File: config.mk
export PLATFORM = sky130hd
export DESIGN_NAME = fbt_timer
export DESIGN_NICKNAME = d
export VERILOG_FILES = /design/src/fbt_pkg.sv /design/src/fbt_timer.sv
export VERILOG_INCLUDE_DIRS = /design/src
export SDC_FILE = /design/constraint.sdc
export NUM_CORES = 1
export LEC_CHECK = 0
export BUFFER_PORTS_ARGS = -buffer_cell sky130_fd_sc_hd__buf_2
export CAP_MARGIN = 20
export CORE_MARGIN = 5
export CORE_UTILIZATION = 51
export CTS_BUF_LIST = sky130_fd_sc_hd__clkbuf_4
export CTS_CLUSTER_DIAMETER = 40
export DETAILED_ROUTE_END_ITERATION = 12
export HOLD_SLACK_MARGIN = 0.12
export PLACE_DENSITY = 0.86
export SLEW_MARGIN = 20
export SYNTH_ARGS = -nofsm -noshare
export SYNTH_HDL_FRONTEND = slang
export SYNTH_SLANG_ARGS = --single-unit
File: constraint.sdc
create_clock -name clk_in -period 3 [get_ports clk_in]
set_clock_uncertainty 0.1 [all_clocks]
set_input_delay 0.45 -clock clk_in [delete_from_list [all_inputs] [get_ports clk_in]]
set_output_delay 0.45 -clock clk_in [all_outputs]
set_load 0.005 [all_outputs]
File: src/fbt_consts.svh
// Register indices, field positions, reset values for the fine baud timer.
// Assumes a 32-bit AXI4-Lite bus; byte address is four times the index.
`ifndef FBT_CONSTS_SVH
`define FBT_CONSTS_SVH

// Channel base indices and per-register index offsets
`define FBT_IDX_CH0_BASE   16'h4200
`define FBT_IDX_CH1_BASE   16'h4280
`define FBT_IDX_BASE_MASK  16'hff80
`define FBT_OFF_CLK        7'h00
`define FBT_OFF_TR         7'h02
`define FBT_OFF_TC         7'h04
`define FBT_OFF_CTL        7'h06
`define FBT_OFF_INT        7'h08

// Field positions
`define FBT_CTL_RUN_BIT    0
`define FBT_CTL_PRESET_BIT 1
`define FBT_CTL_ONESHOT_BIT 4
`define FBT_CTL_FINE_LSB   8
`define FBT_INT_FLAG_BIT   0
`define FBT_INT_EN_BIT     8

// Reset values and special codes
`define FBT_RST_DIV        4'h0
`define FBT_RST_RELOAD     16'h0000
`define FBT_RST_COUNT      16'hffff
`define FBT_RST_FINE       4'h0
`define FBT_DIV_RESERVED   4'hf

// AXI responses
`define FBT_RESP_OKAY      2'b00
`define FBT_RESP_SLVERR    2'b10

`endif

File: src/fbt_pkg.sv
// Types shared by the fine baud timer.
// Assumes the constants header is included by the design file.
package fbt_pkg;

    // Register selected by an address
    typedef enum logic [2:0] {
        FBT_R_CLK  = 3'h0,
        FBT_R_TR   = 3'h1,
        FBT_R_TC   = 3'h3,
        FBT_R_CTL  = 3'h2,
        FBT_R_INT  = 3'h6,
        FBT_R_NONE = 3'h7
    } fbt_reg_t;

    // Decoded address
    typedef struct packed {
        logic     hit;
        logic     ch;
        fbt_reg_t r;
    } fbt_dec_t;

endpackage

File: src/fbt_timer.sv
// Two-channel 16-bit reloadable down timer with fine delay insertion.
// Assumes one 40 MHz clock, an AXI4-Lite master on the same clock,
// and an interrupt controller that samples level requests.
`timescale 1ns/1ps
`include "fbt_consts.svh"

module fbt_timer
    import fbt_pkg::*;
(
    // Clock and reset
    input  wire logic        clk_in,
    input  wire logic        resetn_in,
    // AXI4-Lite write address
    input  wire logic [31:0] s_axi_awaddr_in,
    input  wire logic        s_axi_awvalid_in,
    output logic             s_axi_awready_out,
    // AXI4-Lite write data
    input  wire logic [31:0] s_axi_wdata_in,
    input  wire logic [3:0]  s_axi_wstrb_in,
    input  wire logic        s_axi_wvalid_in,
    output logic             s_axi_wready_out,
    // AXI4-Lite write response
    output logic [1:0]       s_axi_bresp_out,
    output logic             s_axi_bvalid_out,
    input  wire logic        s_axi_bready_in,
    // AXI4-Lite read address
    input  wire logic [31:0] s_axi_araddr_in,
    input  wire logic        s_axi_arvalid_in,
    output logic             s_axi_arready_out,
    // AXI4-Lite read data
    output logic [31:0]      s_axi_rdata_out,
    output logic [1:0]       s_axi_rresp_out,
    output logic             s_axi_rvalid_out,
    input  wire logic        s_axi_rready_in,
    // Per-channel outputs
    output logic [1:0]       underflow_out,
    output logic [1:0]       serial_clk_out,
    output logic [1:0]       irq_out
);

    // Address decode, shared by read and write paths
    function automatic fbt_dec_t decode(input logic [31:0] a);
        fbt_dec_t   d;
        logic [15:0] idx;
        logic [15:0] base;
        idx    = a[17:2];
        base   = idx & `FBT_IDX_BASE_MASK;
        d.ch   = (base == `FBT_IDX_CH1_BASE);
        d.r    = FBT_R_NONE;
        case (idx[6:0])
            `FBT_OFF_CLK: d.r = FBT_R_CLK;
            `FBT_OFF_TR:  d.r = FBT_R_TR;
            `FBT_OFF_TC:  d.r = FBT_R_TC;
            `FBT_OFF_CTL: d.r = FBT_R_CTL;
            `FBT_OFF_INT: d.r = FBT_R_INT;
            default:      d.r = FBT_R_NONE;
        endcase
        d.hit  = (a[31:18] == 14'h0) && (d.r != FBT_R_NONE)
               && ((base == `FBT_IDX_CH0_BASE) || (base == `FBT_IDX_CH1_BASE));
        return d;
    endfunction

    // Fine delay pattern: bit k set delays underflow number k+1
    function automatic logic [15:0] fine_pattern(input logic [3:0] sel);
        case (sel)
            4'h0:    fine_pattern = 16'h0000;
            4'h1:    fine_pattern = 16'h8000;
            4'h2:    fine_pattern = 16'h8100;
            4'h3:    fine_pattern = 16'h8880;
            4'h4:    fine_pattern = 16'h8888;
            4'h5:    fine_pattern = 16'ha888;
            4'h6:    fine_pattern = 16'ha8a8;
            4'h7:    fine_pattern = 16'haaa8;
            4'h8:    fine_pattern = 16'haaaa;
            4'h9:    fine_pattern = 16'heaaa;
            4'ha:    fine_pattern = 16'heaea;
            4'hb:    fine_pattern = 16'heeea;
            4'hc:    fine_pattern = 16'heeee;
            4'hd:    fine_pattern = 16'hfeee;
            4'he:    fine_pattern = 16'hfefe;
            default: fine_pattern = 16'hfffe;
        endcase
    endfunction

    // Bus-side state
    logic        aw_full_reg;
    logic [31:0] aw_addr_reg;
    logic        w_full_reg;
    logic [31:0] w_data_reg;
    logic [3:0]  w_strb_reg;
    logic        bvalid_reg;
    logic [1:0]  bresp_reg;
    logic        rvalid_reg;
    logic [31:0] rdata_reg;
    logic [1:0]  rresp_reg;

    // Per-channel state
    logic [3:0]  clk_div_sel_reg    [2];
    logic [15:0] reload_reg         [2];
    logic [15:0] count_reg          [2];
    logic        timer_run_reg      [2];
    logic        one_shot_sel_reg   [2];
    logic [3:0]  fine_delay_sel_reg [2];
    logic        underflow_irq_en_reg   [2];
    logic        underflow_irq_flag_reg [2];
    logic [13:0] prescale_reg       [2];
    logic [3:0]  uf_index_reg       [2];
    logic        delay_pend_reg     [2];
    logic        uf_pulse_reg       [2];
    logic        ser_clk_reg        [2];

    // Write commit once both address and data are held
    wire         wr_commit = aw_full_reg && w_full_reg && !bvalid_reg;
    fbt_dec_t    wr_dec;
    fbt_dec_t    rd_dec;
    assign wr_dec = decode(aw_addr_reg);
    assign rd_dec = decode(s_axi_araddr_in);
    wire         wr_lo = wr_commit && wr_dec.hit && w_strb_reg[0];
    wire         wr_hi = wr_commit && wr_dec.hit && w_strb_reg[1];
    wire         ar_take = s_axi_arvalid_in && !rvalid_reg;

    // Handshake outputs; one outstanding item per channel keeps it simple
    assign s_axi_awready_out = !aw_full_reg;
    assign s_axi_wready_out  = !w_full_reg;
    assign s_axi_arready_out = !rvalid_reg;
    assign s_axi_bvalid_out  = bvalid_reg;
    assign s_axi_bresp_out   = bresp_reg;
    assign s_axi_rvalid_out  = rvalid_reg;
    assign s_axi_rdata_out   = rdata_reg;
    assign s_axi_rresp_out   = rresp_reg;

    // Write address/data capture and response
    always_ff @(posedge clk_in or negedge resetn_in) begin
        if (!resetn_in) begin
            aw_full_reg <= 1'b0;
            aw_addr_reg <= 32'h0;
            w_full_reg  <= 1'b0;
            w_data_reg  <= 32'h0;
            w_strb_reg  <= 4'h0;
            bvalid_reg  <= 1'b0;
            bresp_reg   <= `FBT_RESP_OKAY;
        end else begin
            if (s_axi_awvalid_in && !aw_full_reg) begin
                aw_full_reg <= 1'b1;
                aw_addr_reg <= s_axi_awaddr_in;
            end else if (wr_commit) begin
                aw_full_reg <= 1'b0;
            end
            if (s_axi_wvalid_in && !w_full_reg) begin
                w_full_reg <= 1'b1;
                w_data_reg <= s_axi_wdata_in;
                w_strb_reg <= s_axi_wstrb_in;
            end else if (wr_commit) begin
                w_full_reg <= 1'b0;
            end
            if (wr_commit) begin
                bvalid_reg <= 1'b1;
                bresp_reg  <= wr_dec.hit ? `FBT_RESP_OKAY : `FBT_RESP_SLVERR;
            end else if (s_axi_bready_in) begin
                bvalid_reg <= 1'b0;
            end
        end
    end

    // Read data selection; reserved bits read zero
    logic [15:0] rd_value;
    always_comb begin
        rd_value = 16'h0;
        case (rd_dec.r)
            FBT_R_CLK: rd_value = {12'h0, clk_div_sel_reg[rd_dec.ch]};
            FBT_R_TR:  rd_value = reload_reg[rd_dec.ch];
            FBT_R_TC:  rd_value = count_reg[rd_dec.ch];
            FBT_R_CTL: rd_value = {4'h0, fine_delay_sel_reg[rd_dec.ch], 3'h0,
                                   one_shot_sel_reg[rd_dec.ch], 3'h0,
                                   timer_run_reg[rd_dec.ch]};
            FBT_R_INT: rd_value = {7'h0, underflow_irq_en_reg[rd_dec.ch], 7'h0,
                                   underflow_irq_flag_reg[rd_dec.ch]};
            default:   rd_value = 16'h0;
        endcase
    end

    // Read channel
    always_ff @(posedge clk_in or negedge resetn_in) begin
        if (!resetn_in) begin
            rvalid_reg <= 1'b0;
            rdata_reg  <= 32'h0;
            rresp_reg  <= `FBT_RESP_OKAY;
        end else if (ar_take) begin
            rvalid_reg <= 1'b1;
            rdata_reg  <= rd_dec.hit ? {16'h0, rd_value} : 32'h0;
            rresp_reg  <= rd_dec.hit ? `FBT_RESP_OKAY : `FBT_RESP_SLVERR;
        end else if (s_axi_rready_in) begin
            rvalid_reg <= 1'b0;
        end
    end

    genvar g;
    generate
        for (g = 0; g < 2; g = g + 1) begin : g_ch
            wire        sel     = (wr_dec.ch == g[0]);
            wire        wr_clk  = wr_lo && sel && (wr_dec.r == FBT_R_CLK);
            wire        wr_tr_l = wr_lo && sel && (wr_dec.r == FBT_R_TR);
            wire        wr_tr_h = wr_hi && sel && (wr_dec.r == FBT_R_TR);
            wire        wr_ctl_l = wr_lo && sel && (wr_dec.r == FBT_R_CTL);
            wire        wr_ctl_h = wr_hi && sel && (wr_dec.r == FBT_R_CTL);
            wire        wr_int_l = wr_lo && sel && (wr_dec.r == FBT_R_INT);
            wire        wr_int_h = wr_hi && sel && (wr_dec.r == FBT_R_INT);
            wire        preset  = wr_ctl_l && w_data_reg[`FBT_CTL_PRESET_BIT];
            wire        clr_flag = wr_int_l && w_data_reg[`FBT_INT_FLAG_BIT];

            // Count clock: prescaler low n bits all ones gives 1/2^n; 0xf never ticks
            wire [13:0] pre_mask = (14'h1 << clk_div_sel_reg[g]) - 14'h1;
            wire        div_ok   = (clk_div_sel_reg[g] != `FBT_DIV_RESERVED);
            wire        tick     = timer_run_reg[g] && div_ok
                                   && ((prescale_reg[g] & pre_mask) == pre_mask);
            wire        at_zero  = (count_reg[g] == 16'h0);
            wire [15:0] pattern  = fine_pattern(fine_delay_sel_reg[g]);
            wire        dly_now  = pattern[uf_index_reg[g]];
            // A delayed zero tick holds the pulse back to the next tick, while the counter waits
            wire        uf_event = tick && (delay_pend_reg[g] || (at_zero && !dly_now));

            // Bus-written configuration
            always_ff @(posedge clk_in or negedge resetn_in) begin
                if (!resetn_in) begin
                    clk_div_sel_reg[g]      <= `FBT_RST_DIV;
                    reload_reg[g]           <= `FBT_RST_RELOAD;
                    one_shot_sel_reg[g]     <= 1'b0;
                    fine_delay_sel_reg[g]   <= `FBT_RST_FINE;
                    underflow_irq_en_reg[g] <= 1'b0;
                end else begin
                    if (wr_clk) clk_div_sel_reg[g] <= w_data_reg[3:0];
                    if (wr_tr_l) reload_reg[g][7:0] <= w_data_reg[7:0];
                    if (wr_tr_h) reload_reg[g][15:8] <= w_data_reg[15:8];
                    if (wr_ctl_l) one_shot_sel_reg[g] <= w_data_reg[`FBT_CTL_ONESHOT_BIT];
                    if (wr_ctl_h) fine_delay_sel_reg[g] <= w_data_reg[11:8];
                    if (wr_int_h) underflow_irq_en_reg[g] <= w_data_reg[`FBT_INT_EN_BIT];
                end
            end

            // Run control; a software write wins over the one-shot stop
            always_ff @(posedge clk_in or negedge resetn_in) begin
                if (!resetn_in) begin
                    timer_run_reg[g] <= 1'b0;
                end else if (wr_ctl_l) begin
                    timer_run_reg[g] <= w_data_reg[`FBT_CTL_RUN_BIT];
                end else if (uf_event && one_shot_sel_reg[g]) begin
                    timer_run_reg[g] <= 1'b0;
                end
            end

            // Counter, prescaler and fine sequencing
            always_ff @(posedge clk_in or negedge resetn_in) begin
                if (!resetn_in) begin
                    prescale_reg[g]   <= 14'h0;
                    count_reg[g]      <= `FBT_RST_COUNT;
                    delay_pend_reg[g] <= 1'b0;
                    uf_index_reg[g]   <= 4'h0;
                end else begin
                    prescale_reg[g] <= timer_run_reg[g] ? prescale_reg[g] + 14'h1 : 14'h0;
                    if (preset) begin
                        count_reg[g]      <= reload_reg[g];
                        delay_pend_reg[g] <= 1'b0;
                        uf_index_reg[g]   <= 4'h0;
                    end else if (tick) begin
                        if (delay_pend_reg[g]) begin
                            delay_pend_reg[g] <= 1'b0;
                        end else if (at_zero) begin
                            count_reg[g]      <= reload_reg[g];
                            delay_pend_reg[g] <= dly_now;
                        end else begin
                            count_reg[g] <= count_reg[g] - 16'h1;
                        end
                        if (uf_event) uf_index_reg[g] <= uf_index_reg[g] + 4'h1;
                    end
                end
            end

            // Pulse, serial clock and sticky flag; set beats a same-cycle clear
            always_ff @(posedge clk_in or negedge resetn_in) begin
                if (!resetn_in) begin
                    uf_pulse_reg[g]           <= 1'b0;
                    ser_clk_reg[g]            <= 1'b0;
                    underflow_irq_flag_reg[g] <= 1'b0;
                end else begin
                    uf_pulse_reg[g] <= uf_event;
                    if (uf_event) ser_clk_reg[g] <= !ser_clk_reg[g];
                    if (uf_event) begin
                        underflow_irq_flag_reg[g] <= 1'b1;
                    end else if (clr_flag) begin
                        underflow_irq_flag_reg[g] <= 1'b0;
                    end
                end
            end

            assign underflow_out[g]  = uf_pulse_reg[g];
            assign serial_clk_out[g] = ser_clk_reg[g];
            // Level request, rises with the flag in the pulse cycle
            assign irq_out[g] = underflow_irq_flag_reg[g] && underflow_irq_en_reg[g];
        end
    endgenerate

endmodule

# Word-level counts from Yosys, hierarchy flattened
# Memories as Yosys holds them, arrays and structs flattened.
# Index checks and enable logic that the tools add are counted.
dict set report classes {
  n_mul 0
  n_lt_le_gt_ge 3
  reduce_logical 82
  bitwise 4
  n_mux 73
  n_shift 2
  add_sub_neg 8
  div_mod_pow 0
  eq_ne 27
}
# cell n
set ops {}
lappend ops {{$mux 16} 15}
lappend ops {{$pmux 16 s5} 1}
lappend ops {{$mux 4} 12}
lappend ops {{$logic_and 1x1->1} 46}
lappend ops {{$mux 1} 37}
lappend ops {{$eq 9x8->1 const B} 4}
lappend ops {{$logic_not 16->1} 2}
lappend ops {{$sub 16x1->16 const B} 2}
lappend ops {{$pmux 3 s5} 2}
lappend ops {{$add 14x1->14 const B} 2}
lappend ops {{$and 14x14->14} 2}
lappend ops {{$eq 14x14->1} 2}
lappend ops {{$eq 7x3->1 const B} 4}
lappend ops {{$logic_not 14->1} 2}
lappend ops {{$mux 14} 2}
lappend ops {{$shl 1x4->14 const A} 2}
lappend ops {{$sub 14x1->14 const B} 2}
lappend ops {{$reduce_bool 2->1} 12}
lappend ops {{$eq 7x2->1 const B} 2}
lappend ops {{$eq 7x4->1 const B} 2}
lappend ops {{$logic_not 7->1} 2}
lappend ops {{$lt 4x5->1 const B} 2}
lappend ops {{$eq 3x2->1 const B} 3}
lappend ops {{$add 4x1->4 const B} 2}
lappend ops {{14 further kinds} 35}
dict set report totals {
  out_inout_bits 47
  mem_bits_ro 480
  wordCells 239
  mem_bits_rw 0
  in_bits 107
  latchBits 0
  n_memories 2
  reg_bits 220
}
# memory words word_bits read_ports rd_ports_with_merged_regs write_ports line
set memory_table {}
lappend memory_table {{(no name shown)} 16 15 1 0 0 fbt_timer.sv:65} ;# case (sel)
lappend memory_table {{(no name shown)} 16 15 1 0 0 fbt_timer.sv:65}

# Depth between registers and ports, before layout
# Gate-level depths: netlist (run 1).
dict set report logic_depth {
  word_depth 12
  ltp_mapped 15
  depth_no_buf 10
}

# Worst setup path after synthesis (run 1)
# OpenSTA, ideal clock, no wires.
dict set report synth_path {
  path_kind {register -> register}
  start {reg clk_div_sel_reg[7] (netlist name)}
  end {reg count_reg[30] (netlist name)}
  setup_ns 0.088
  stages_incl_launch_ff 16
  arrival_ns 3.107
  slack_ns -0.295
  synth_period_minus_slack_ns 3.295
  n_path_buf 5
  cell_sequence {dfrtp_1 -> buf_2 -> nor3_1 -> nand2_1 -> ha_1 -> buf_2 -> inv_1 -> a211oi_1 -> or4_1 -> a2111o_1 -> buf_2 -> or3_1 -> clkbuf_1 -> buf_2 -> o211ai_1 -> o21ai_0}
}
dict set report synth_between {
  elab_chain_len 7
  word_cells_on_any_way 9
  classes_between {add/sub: 1; eq/ne: 2; shift: 1; bitwise: 1; reduce/logical: 4}
}
# item line
set synth_lines {}
lappend synth_lines {{from (decl)} fbt_timer.sv:98} ;# logic [3:0] clk_div_sel_reg [2];
lappend synth_lines {{from (signal, indexed assignment)} fbt_timer.sv:225} ;# clk_div_sel_reg[g] <= `FBT_RST_DIV;
lappend synth_lines {{from (signal, indexed assignment)} fbt_timer.sv:231} ;# if (wr_clk) clk_div_sel_reg[g] <= w_data_reg[3:0];
lappend synth_lines {{$shl 1x4->14} fbt_timer.sv:212} ;# wire [13:0] pre_mask = (14'h1 << clk_div_sel_reg[g]) - 14'h1;
lappend synth_lines {{$sub 14x1->14} fbt_timer.sv:212}
lappend synth_lines {{$and 14x14->14} fbt_timer.sv:215} ;# && ((prescale_reg[g] & pre_mask) == pre_mask);
lappend synth_lines {{$eq 14x14->1} fbt_timer.sv:215}
lappend synth_lines {{$logic_and 1x1->1 *} fbt_timer.sv:215}
lappend synth_lines {{$reduce_bool 2->1 (no source line) *} -}
lappend synth_lines {{$reduce_and 2->1 (no source line) *} -}
lappend synth_lines {{to (signal, indexed assignment)} fbt_timer.sv:255} ;# count_reg[g] <= `FBT_RST_COUNT;
lappend synth_lines {{to (signal, indexed assignment)} fbt_timer.sv:261} ;# count_reg[g] <= reload_reg[g];
lappend synth_lines {{to (signal, indexed assignment)} fbt_timer.sv:268} ;# count_reg[g] <= reload_reg[g];
lappend synth_lines {{to (decl)} fbt_timer.sv:100} ;# logic [15:0] count_reg [2];
# Mark *: on every way between the ends. The rest lies on a longest branch, timed or not.
# A chain may end at the register's enable or synchronous reset.

# Worst setup path in the final report (run 1)
dict set report layout_path {
  start {reg clk_div_sel_reg[2] (netlist name)}
  end {reg uf_index_reg[3] (netlist name)}
}
dict set report layout_between {
  elab_chain_len 8
  word_cells_on_any_way 11
  classes_between {add/sub: 1; eq/ne: 2; shift: 1; bitwise: 1; reduce/logical: 6}
}
# item line
set layout_lines {}
lappend layout_lines {{$shl 1x4->14} fbt_timer.sv:212}
lappend layout_lines {{$sub 14x1->14} fbt_timer.sv:212}
lappend layout_lines {{$and 14x14->14} fbt_timer.sv:215}
lappend layout_lines {{$eq 14x14->1} fbt_timer.sv:215}
lappend layout_lines {{$logic_and 1x1->1 *} fbt_timer.sv:215}
lappend layout_lines {{$logic_and 1x1->1} fbt_timer.sv:220} ;# wire uf_event = tick && (delay_pend_reg[g] || (at_zero && !dly_now));
lappend layout_lines {{$reduce_bool 2->1 (no source line)} -}
lappend layout_lines {{$reduce_and 2->1 (no source line) *} -}
lappend layout_lines {{to (signal, indexed assignment)} fbt_timer.sv:273} ;# if (uf_event) uf_index_reg[g] <= uf_index_reg[g] + 4'h1;
lappend layout_lines {{to (decl)} fbt_timer.sv:107} ;# logic [3:0] uf_index_reg [2];
# Marked as above.

==> metrics.cfg, run 1 <==
[run_status]
status=finished with violations
failed_checks=negative setup slack

[global_routing]
grtUsageMet3=0.0478
met1_usage=0.352
grt-ovfl-total=0
met2_usage=0.457
antenna_found_initial=1
grt_pass1_wl_um=53900
grt_max_degree=80
grt_most_used_layer=met2
grt.total_usage=0.273
grt_pass1_vias=10300

[sta]
relSlewSlack=0.478
setup_ws_ns=-0.203
rsz0062_at_grt=true
final.period_utilization=1.07
worst_pin_slew_ns=0.784
min_period_ns=3.20
slew_viol_final=0
final_hold_viol_count=0
finalSetupViolCount=39
max_clock_freq_ghz=0.312

[clock_tree]
htreeDepth=4
clk_pin_slew_ns=0.18
cts.sinks=200
tritoncts=done
cts-root-buf=clkbuf_4
clock_latency_ns=0.65
cts_buffers=17
clockBufferDepth=2

[synth]
synth-edff-count=0
ys_seq_area_frac=0.454
yosysWarnings=0
ys_dominant_reg_cell=dfrtp_1
netlist_instances=1175
synth_seq_cells=200
avgSynthCellArea_um2=9.45
netlist_area_mm2=0.0111
synth_cell_types=77
synthArstFlopShare=1.00

[cells_and_area]
most-common-layout-cells=dfrtp_1 (165), nand2_1 (144), buf_2 (112), mux2_2 (100), nor2_1 (75)
final-seq-area_mm2=0.00505
syn_to_final_growth_pct=25.7
utilization=0.645
drive_gt1_frac=0.336
fill_cells=1561
stdcell_area_mm2=0.0139
multi_input_area_mm2=0.00615
final_common_cell=dfrtp_1
fin_nets=1510

[critical_path]
worstPathMaxFanout=6
arrival_ns=3.67
end_kind=flip-flop
startpoint_type=flip-flop
criticalPathCategory=flip-flop to flip-flop
cp.required_ns=3.47

[die]
die_area_mm2=0.0248
die_h_um=158
start_util=0.513
coreArea_mm2=0.0216
boundaryPins=154
die_x_um=158
rows=54

[detailed_routing]
first_iter_violations=1156
drt_wl_total_um=35100
drc_errors=0
drtAntennaViolNets=0
first_pass_iters=6
wl_per_cell_um=20.8
viasPerCell=6.26
vias=10600

[placed_design]
place_ws_ns=-0.336
io_buffers=113
dp_hpwl_um=22600
post_dp_cell_area_mm2=0.0124
place_congestion=0.931

[power]
p_clk_frac=0.270
p_seq_frac=0.578
p_leak_nw=6.01
pwr_density_cell_mw_per_mm2=433
swShare=0.329
p_sw_mw=1.99
p_comb_frac=0.152
p_int_mw=4.05
vdd_drop_max_mv=0.474

[flow_run]
max-cap-violations=0

[hold_path]
hold_path.class=primary input to flip-flop

==> path summary, 6_finish.rpt <==
| check | startpoint | endpoint | slack, ns | depth (start not counted) |
|---|---|---|---|---|
| worst max register to register | clk_div_sel_reg[2] | uf_index_reg[3] | -0.20 | 11 |
| worst min register to register | serial_clk_out[0] | serial_clk_out[0] | 0.39 | 1 |
| max in group asynchronous | resetn_in | count_reg[19] | 1.66 | 3 |
| worst min-delay path | s_axi_arvalid_in | s_axi_rvalid_out | 0.27 | 4 |
| min in group asynchronous | resetn_in | w_data_reg[0] | 0.29 | 2 |
| worst max-delay path | clk_div_sel_reg[2] | uf_index_reg[3] | -0.20 | 11 |
==> area by class of cell <==
class	count	area share
multi-input combinational	884	0.441
sequential	200	0.362
timing repair buffer	261	0.139
tap	280	0.0251
clock inverter	15	0.0156
clock buffer	17	0.00915
inverter	29	0.00780
antenna	1	0.000179
==> stage by stage <==
stage	power (mW)	hold slack (ns)	TNS, ns	cells
after global routing	6.27	0.324	-7.79	1687
after CTS	5.90	0.280	-1.05	1675
after floorplan	3.87	0.0544	-1.66	1192
after detailed placement	4.27	0.358	-6.38	1584
final	6.04	0.267	-3.11	1687
after global placement	4.19	0.354	-3.88	1584
==> cell families (layout without fill, tap and decap cells) <==
logic type	Yosys count	count (layout)	synth area share
AOI/OAI and AO/OA	240	240	0.136
xor gates and xnor gates	26	26	0.0205
adders and majority gates	11	11	0.0122
buffers and inverters	109	322	0.0459
DFF	200	200	0.454
muxes	107	107	0.108
other	1	19	0.000338
and+or+nand+nor	481	482	0.223
==> power by group through the flow <==
stage / Clock [mW] / Sequential (mW) / Combinational, mW
final: 1.63 / 3.49 / 0.918
after CTS: 1.62 / 3.42 / 0.859
after detailed placement: 0 / 3.47 / 0.802
after global placement: 0 / 3.43 / 0.758
after floorplan: 0 / 3.30 / 0.577
after global routing: 1.75 / 3.52 / 0.995
==> synthesized netlist by cell type (all sizes together), types with 5 or more instances <==
| cell | n | area (um^2) |
|---|---|---|
| dfrtp | 168 | 4200 |
| nand2 | 148 | 556 |
| mux2 | 101 | 1140 |
| a21oi | 84 | 420 |
| nor2 | 80 | 300 |
| o21ai | 52 | 260 |
| nor3 | 49 | 262 |
| nand3 | 46 | 230 |
| buf | 42 | 258 |
| clkbuf | 38 | 143 |
| dfstp | 32 | 841 |
| inv | 29 | 109 |
| and2 | 25 | 156 |
| nor4 | 25 | 184 |
| xnor2 | 20 | 175 |
| or3 | 19 | 119 |
| a31oi | 16 | 100 |
| nor4b | 16 | 140 |
| a211oi | 13 | 103 |
| or4 | 13 | 101 |
| ha | 10 | 125 |
| nand4 | 10 | 68.8 |
| a21o | 9 | 67.6 |
| and3 | 8 | 50.1 |
| nand2b | 8 | 50.1 |
| nor2b | 8 | 50.1 |
| o211ai | 8 | 60.1 |
| a21boi | 7 | 52.6 |
| nand3b | 7 | 52.6 |
| o22a | 7 | 61.3 |
| mux2i | 6 | 60.1 |
| xor2 | 6 | 52.6 |
| o22ai | 5 | 31.3 |
| or2 | 5 | 31.3 |
==> per-layer routing <==
metal  vias to the layer above  part of all wire  wire length [um]
li1                       4634                 -                 -
met1                      5092              0.38             13400
met2                       662              0.48             16800
met3                       167             0.092              3220
met4                         0             0.052              1810
met5                         -                 0                 0
==> timing repair <==
item | 4_1_cts | 5_1_grt
buffers inserted | 6 | 11
endpoints found under the setup margin | 47 | 89
resized for setup | 43 | 69
gates cloned | 0 | 1
hold buffers | 53 | 0
endpoints found under the hold margin | 99 | 0
pin swaps | 25 | 34
==> worst max-delay path: stages, from the launching register on <==
cell	delay, ns
dfrtp_1	0.43
or4_4	0.56
ha_4	0.22
buf_4	0.14
nand2_1	0.06
a21oi_2	0.05
a2111oi_4	0.43
nand4_4	0.16
buf_6	0.16
or3_4	0.38
or3_1	0.34
a21oi_2	0.12
Note: power is estimated with default switching activity, not from simulation.
==> run 2, diff against run 1 <==
--- a/config.mk
+++ b/config.mk
@@ -8,6 +8,7 @@
 export LEC_CHECK = 0
 export BUFFER_PORTS_ARGS = -buffer_cell sky130_fd_sc_hd__buf_2
 export CAP_MARGIN = 20
+export CORE_ASPECT_RATIO = 1.25
 export CORE_MARGIN = 5
 export CORE_UTILIZATION = 51
 export CTS_BUF_LIST = sky130_fd_sc_hd__clkbuf_4
==> metrics.cfg, run 2 (same netlist as run 1, synthesis figures left out) <==
[detailed_routing]
viasPerCell=6.08  ; was 6.26
drtAntennaViolNets=0  ; unchanged
first_iter_violations=982  ; was 1156
wl_per_cell_um=19.5  ; was 20.8 um
vias=10200  ; was 10600
drt_wl_total_um=32800  ; was 35100 um
drc_errors=0  ; unchanged
first_pass_iters=10  ; was 6

[cells_and_area]
fin_nets=1505  ; was 1510
stdcell_area_mm2=0.0138  ; was 0.0139 mm^2
syn_to_final_growth_pct=24.3  ; was 25.7%
final_common_cell=dfrtp_1  ; unchanged
utilization=0.643  ; was 0.645
most-common-layout-cells=dfrtp_1 (165), nand2_1 (144), buf_2 (112), mux2_2 (100), a21oi_1 (75)  ; was dfrtp_1 (165), nand2_1 (144), buf_2 (112), mux2_2 (100), nor2_1 (75)
instances_no_fill=1681  ; was 1687
drive_gt1_frac=0.330  ; was 0.336

[critical_path]
end_kind=flip-flop  ; unchanged
slowest_delay_ns=0.56  ; about the same
criticalPathCategory=flip-flop to flip-flop  ; unchanged
crit_path_cell_trace=or4_4 -> ha_4 -> mux2_4 -> a2111oi_4 -> buf_4 -> and4_4 -> buf_8 -> nand3_4 -> o211a_1 -> a211o_1  ; was or4_4 -> ha_4 -> buf_4 -> nand2_1 -> a21oi_2 -> a2111oi_4 -> nand4_4 -> buf_6 -> or3_4 -> or3_1 -> a21oi_2
crit_slowest_cell=or4_4  ; unchanged
r2r_slack_ns=-0.18  ; was -0.20 ns
reg2reg_to=count_reg[9]  ; was uf_index_reg[3]
startpoint_type=flip-flop  ; unchanged
cp.required_ns=3.44  ; was 3.47 ns
cp_top_family=simple AND/OR/NAND/NOR gates  ; unchanged
worst-path-buf-inv=2  ; unchanged
worstPathMaxFanout=7  ; was 6
startpoint=clk_div_sel_reg[0]  ; was clk_div_sel_reg[2]
arrival_ns=3.62  ; was 3.67 ns
r2r_cells=10  ; was 11
regToRegStartpoint=clk_div_sel_reg[0]  ; was clk_div_sel_reg[2]

[sta]
rsz0062_at_grt=true  ; unchanged
finalSetupViolCount=33  ; was 39
max_clock_freq_ghz=0.315  ; was 0.312 GHz
relSlewSlack=0.510  ; was 0.478
min_period_ns=3.18  ; was 3.20 ns
worst_pin_slew_ns=0.729  ; was 0.784 ns
setup_ws_ns=-0.176  ; was -0.203 ns
slew_viol_final=0  ; unchanged
whs_ns=0.226  ; was 0.267 ns
final_hold_viol_count=0  ; unchanged
final.period_utilization=1.06  ; was 1.07
setup_tns_ns=-2.66  ; was -3.11 ns

[die]
die_area_mm2=0.0248  ; about the same
coreArea_mm2=0.0215  ; was 0.0216 mm^2
rows=60  ; was 54
die_h_um=175  ; was 158 um
start_util=0.517  ; was 0.513
boundaryPins=154  ; unchanged
die_x_um=142  ; was 158 um

[placed_design]
place_ws_ns=-0.336  ; about the same
placed_cells=1578  ; was 1584
io_buffers=113  ; unchanged
post_dp_cell_area_mm2=0.0124  ; about the same
dp_hpwl_um=22300  ; was 22600 um
place_congestion=0.954  ; was 0.931

[clock_tree]
cts_buffers=17  ; unchanged
cts-root-buf=clkbuf_4  ; unchanged
clock_latency_ns=0.61  ; was 0.65 ns
clockBufferDepth=2  ; unchanged
clk_pin_slew_ns=0.17  ; was 0.18 ns
htreeDepth=4  ; unchanged
tritoncts=done  ; unchanged
cts.sinks=200  ; unchanged

[global_routing]
grt_pass1_wl_um=52000  ; was 53900 um
grt-ovfl-total=0  ; unchanged
grt.total_usage=0.260  ; was 0.273
grt_pass1_vias=10000  ; was 10300
grt_max_degree=82  ; was 80
antenna_found_initial=1  ; unchanged

[power]
vdd_drop_max_mv=0.488  ; was 0.474 mV
power_mw=5.77  ; was 6.04 mW
pwr_density_cell_mw_per_mm2=418  ; was 433 mW/mm^2
p_leak_nw=5.93  ; was 6.01 nW

[run_status]
status=finished with violations  ; unchanged
failed_checks=negative setup slack  ; unchanged

[hold_path]
min_path_cells=4  ; unchanged
hold_path_end=s_axi_rvalid_out  ; unchanged
hold_path.class=primary input to flip-flop  ; unchanged
hp-start=s_axi_arvalid_in  ; unchanged

[flow_run]
max-cap-violations=0  ; unchanged

-- run 2: cell types whose count changed in the layout (fill, tap and decap cells not counted), moves of 3 or more --
| cell | delta |
|---|---|
| a21oi_2 | -3 |
| nor2_2 | +4 |
| clkinvlp_4 | +4 |
| clkinv_8 | -6 |
| a21oi_1 | +3 |
| inv_6 | +3 |
| nor2_4 | -3 |
| inv_8 | -4 |
| buf_4 | -5 |
-- run 2: worst reg2reg max path: stages, from the launching register on --
cell,delay [ns]
dfrtp_1,0.42
or4_4,0.56
ha_4,0.21
mux2_4,0.28
a2111oi_4,0.36
buf_4,0.18
and4_4,0.29
buf_8,0.15
nand3_4,0.08
o211a_1,0.26
a211o_1,0.23
-- run 2: layout make-up --
class                           count  area [um^2]
Fill cell                        1663         7670
Sequential cell                   200         5050
Clock inverter                     15          143
Timing Repair Buffer              257         1910
Multi-Input combinational cell    883         6120
Antenna cell                        1         2.50
Inverter                           29          109
Tap cell                          279          349
Clock buffer                       17          128
-- run 2: worst max path at each step --
stage	end	slack, ns	cells after the start
floorplan	uf_index_reg[3]	-0.18	10
global placement	count_reg[4]	-0.23	10
detailed placement	count_reg[9]	-0.34	9
CTS	uf_index_reg[3]	-0.14	9
global route	count_reg[9]	-0.24	10
finish	count_reg[9]	-0.18	10
-- run 2: repair_timing --
action,in CTS,in global routing
hold buffers,53,0
endpoints found under the hold margin,126,0
gates resized for setup,49,55
endpoints found under the setup margin,46,61
pin swaps,36,36
buffers inserted,12,6
-- run 2: power breakdown --
part | total [mW] | leakage [nW] | internal, mW | switching (mW)
clock network | 1.43 | 0.137 | 0.427 | 1.00
logic | 0.897 | 3.25 | 0.506 | 0.390
registers | 3.44 | 2.55 | 3.05 | 0.391
-- run 2: layer usage --
layer,track usage,wire length [um]
met5,0,0
met4,0.127,1640
met3,0.0495,2500
met2,0.434,16100
met1,0.322,12500
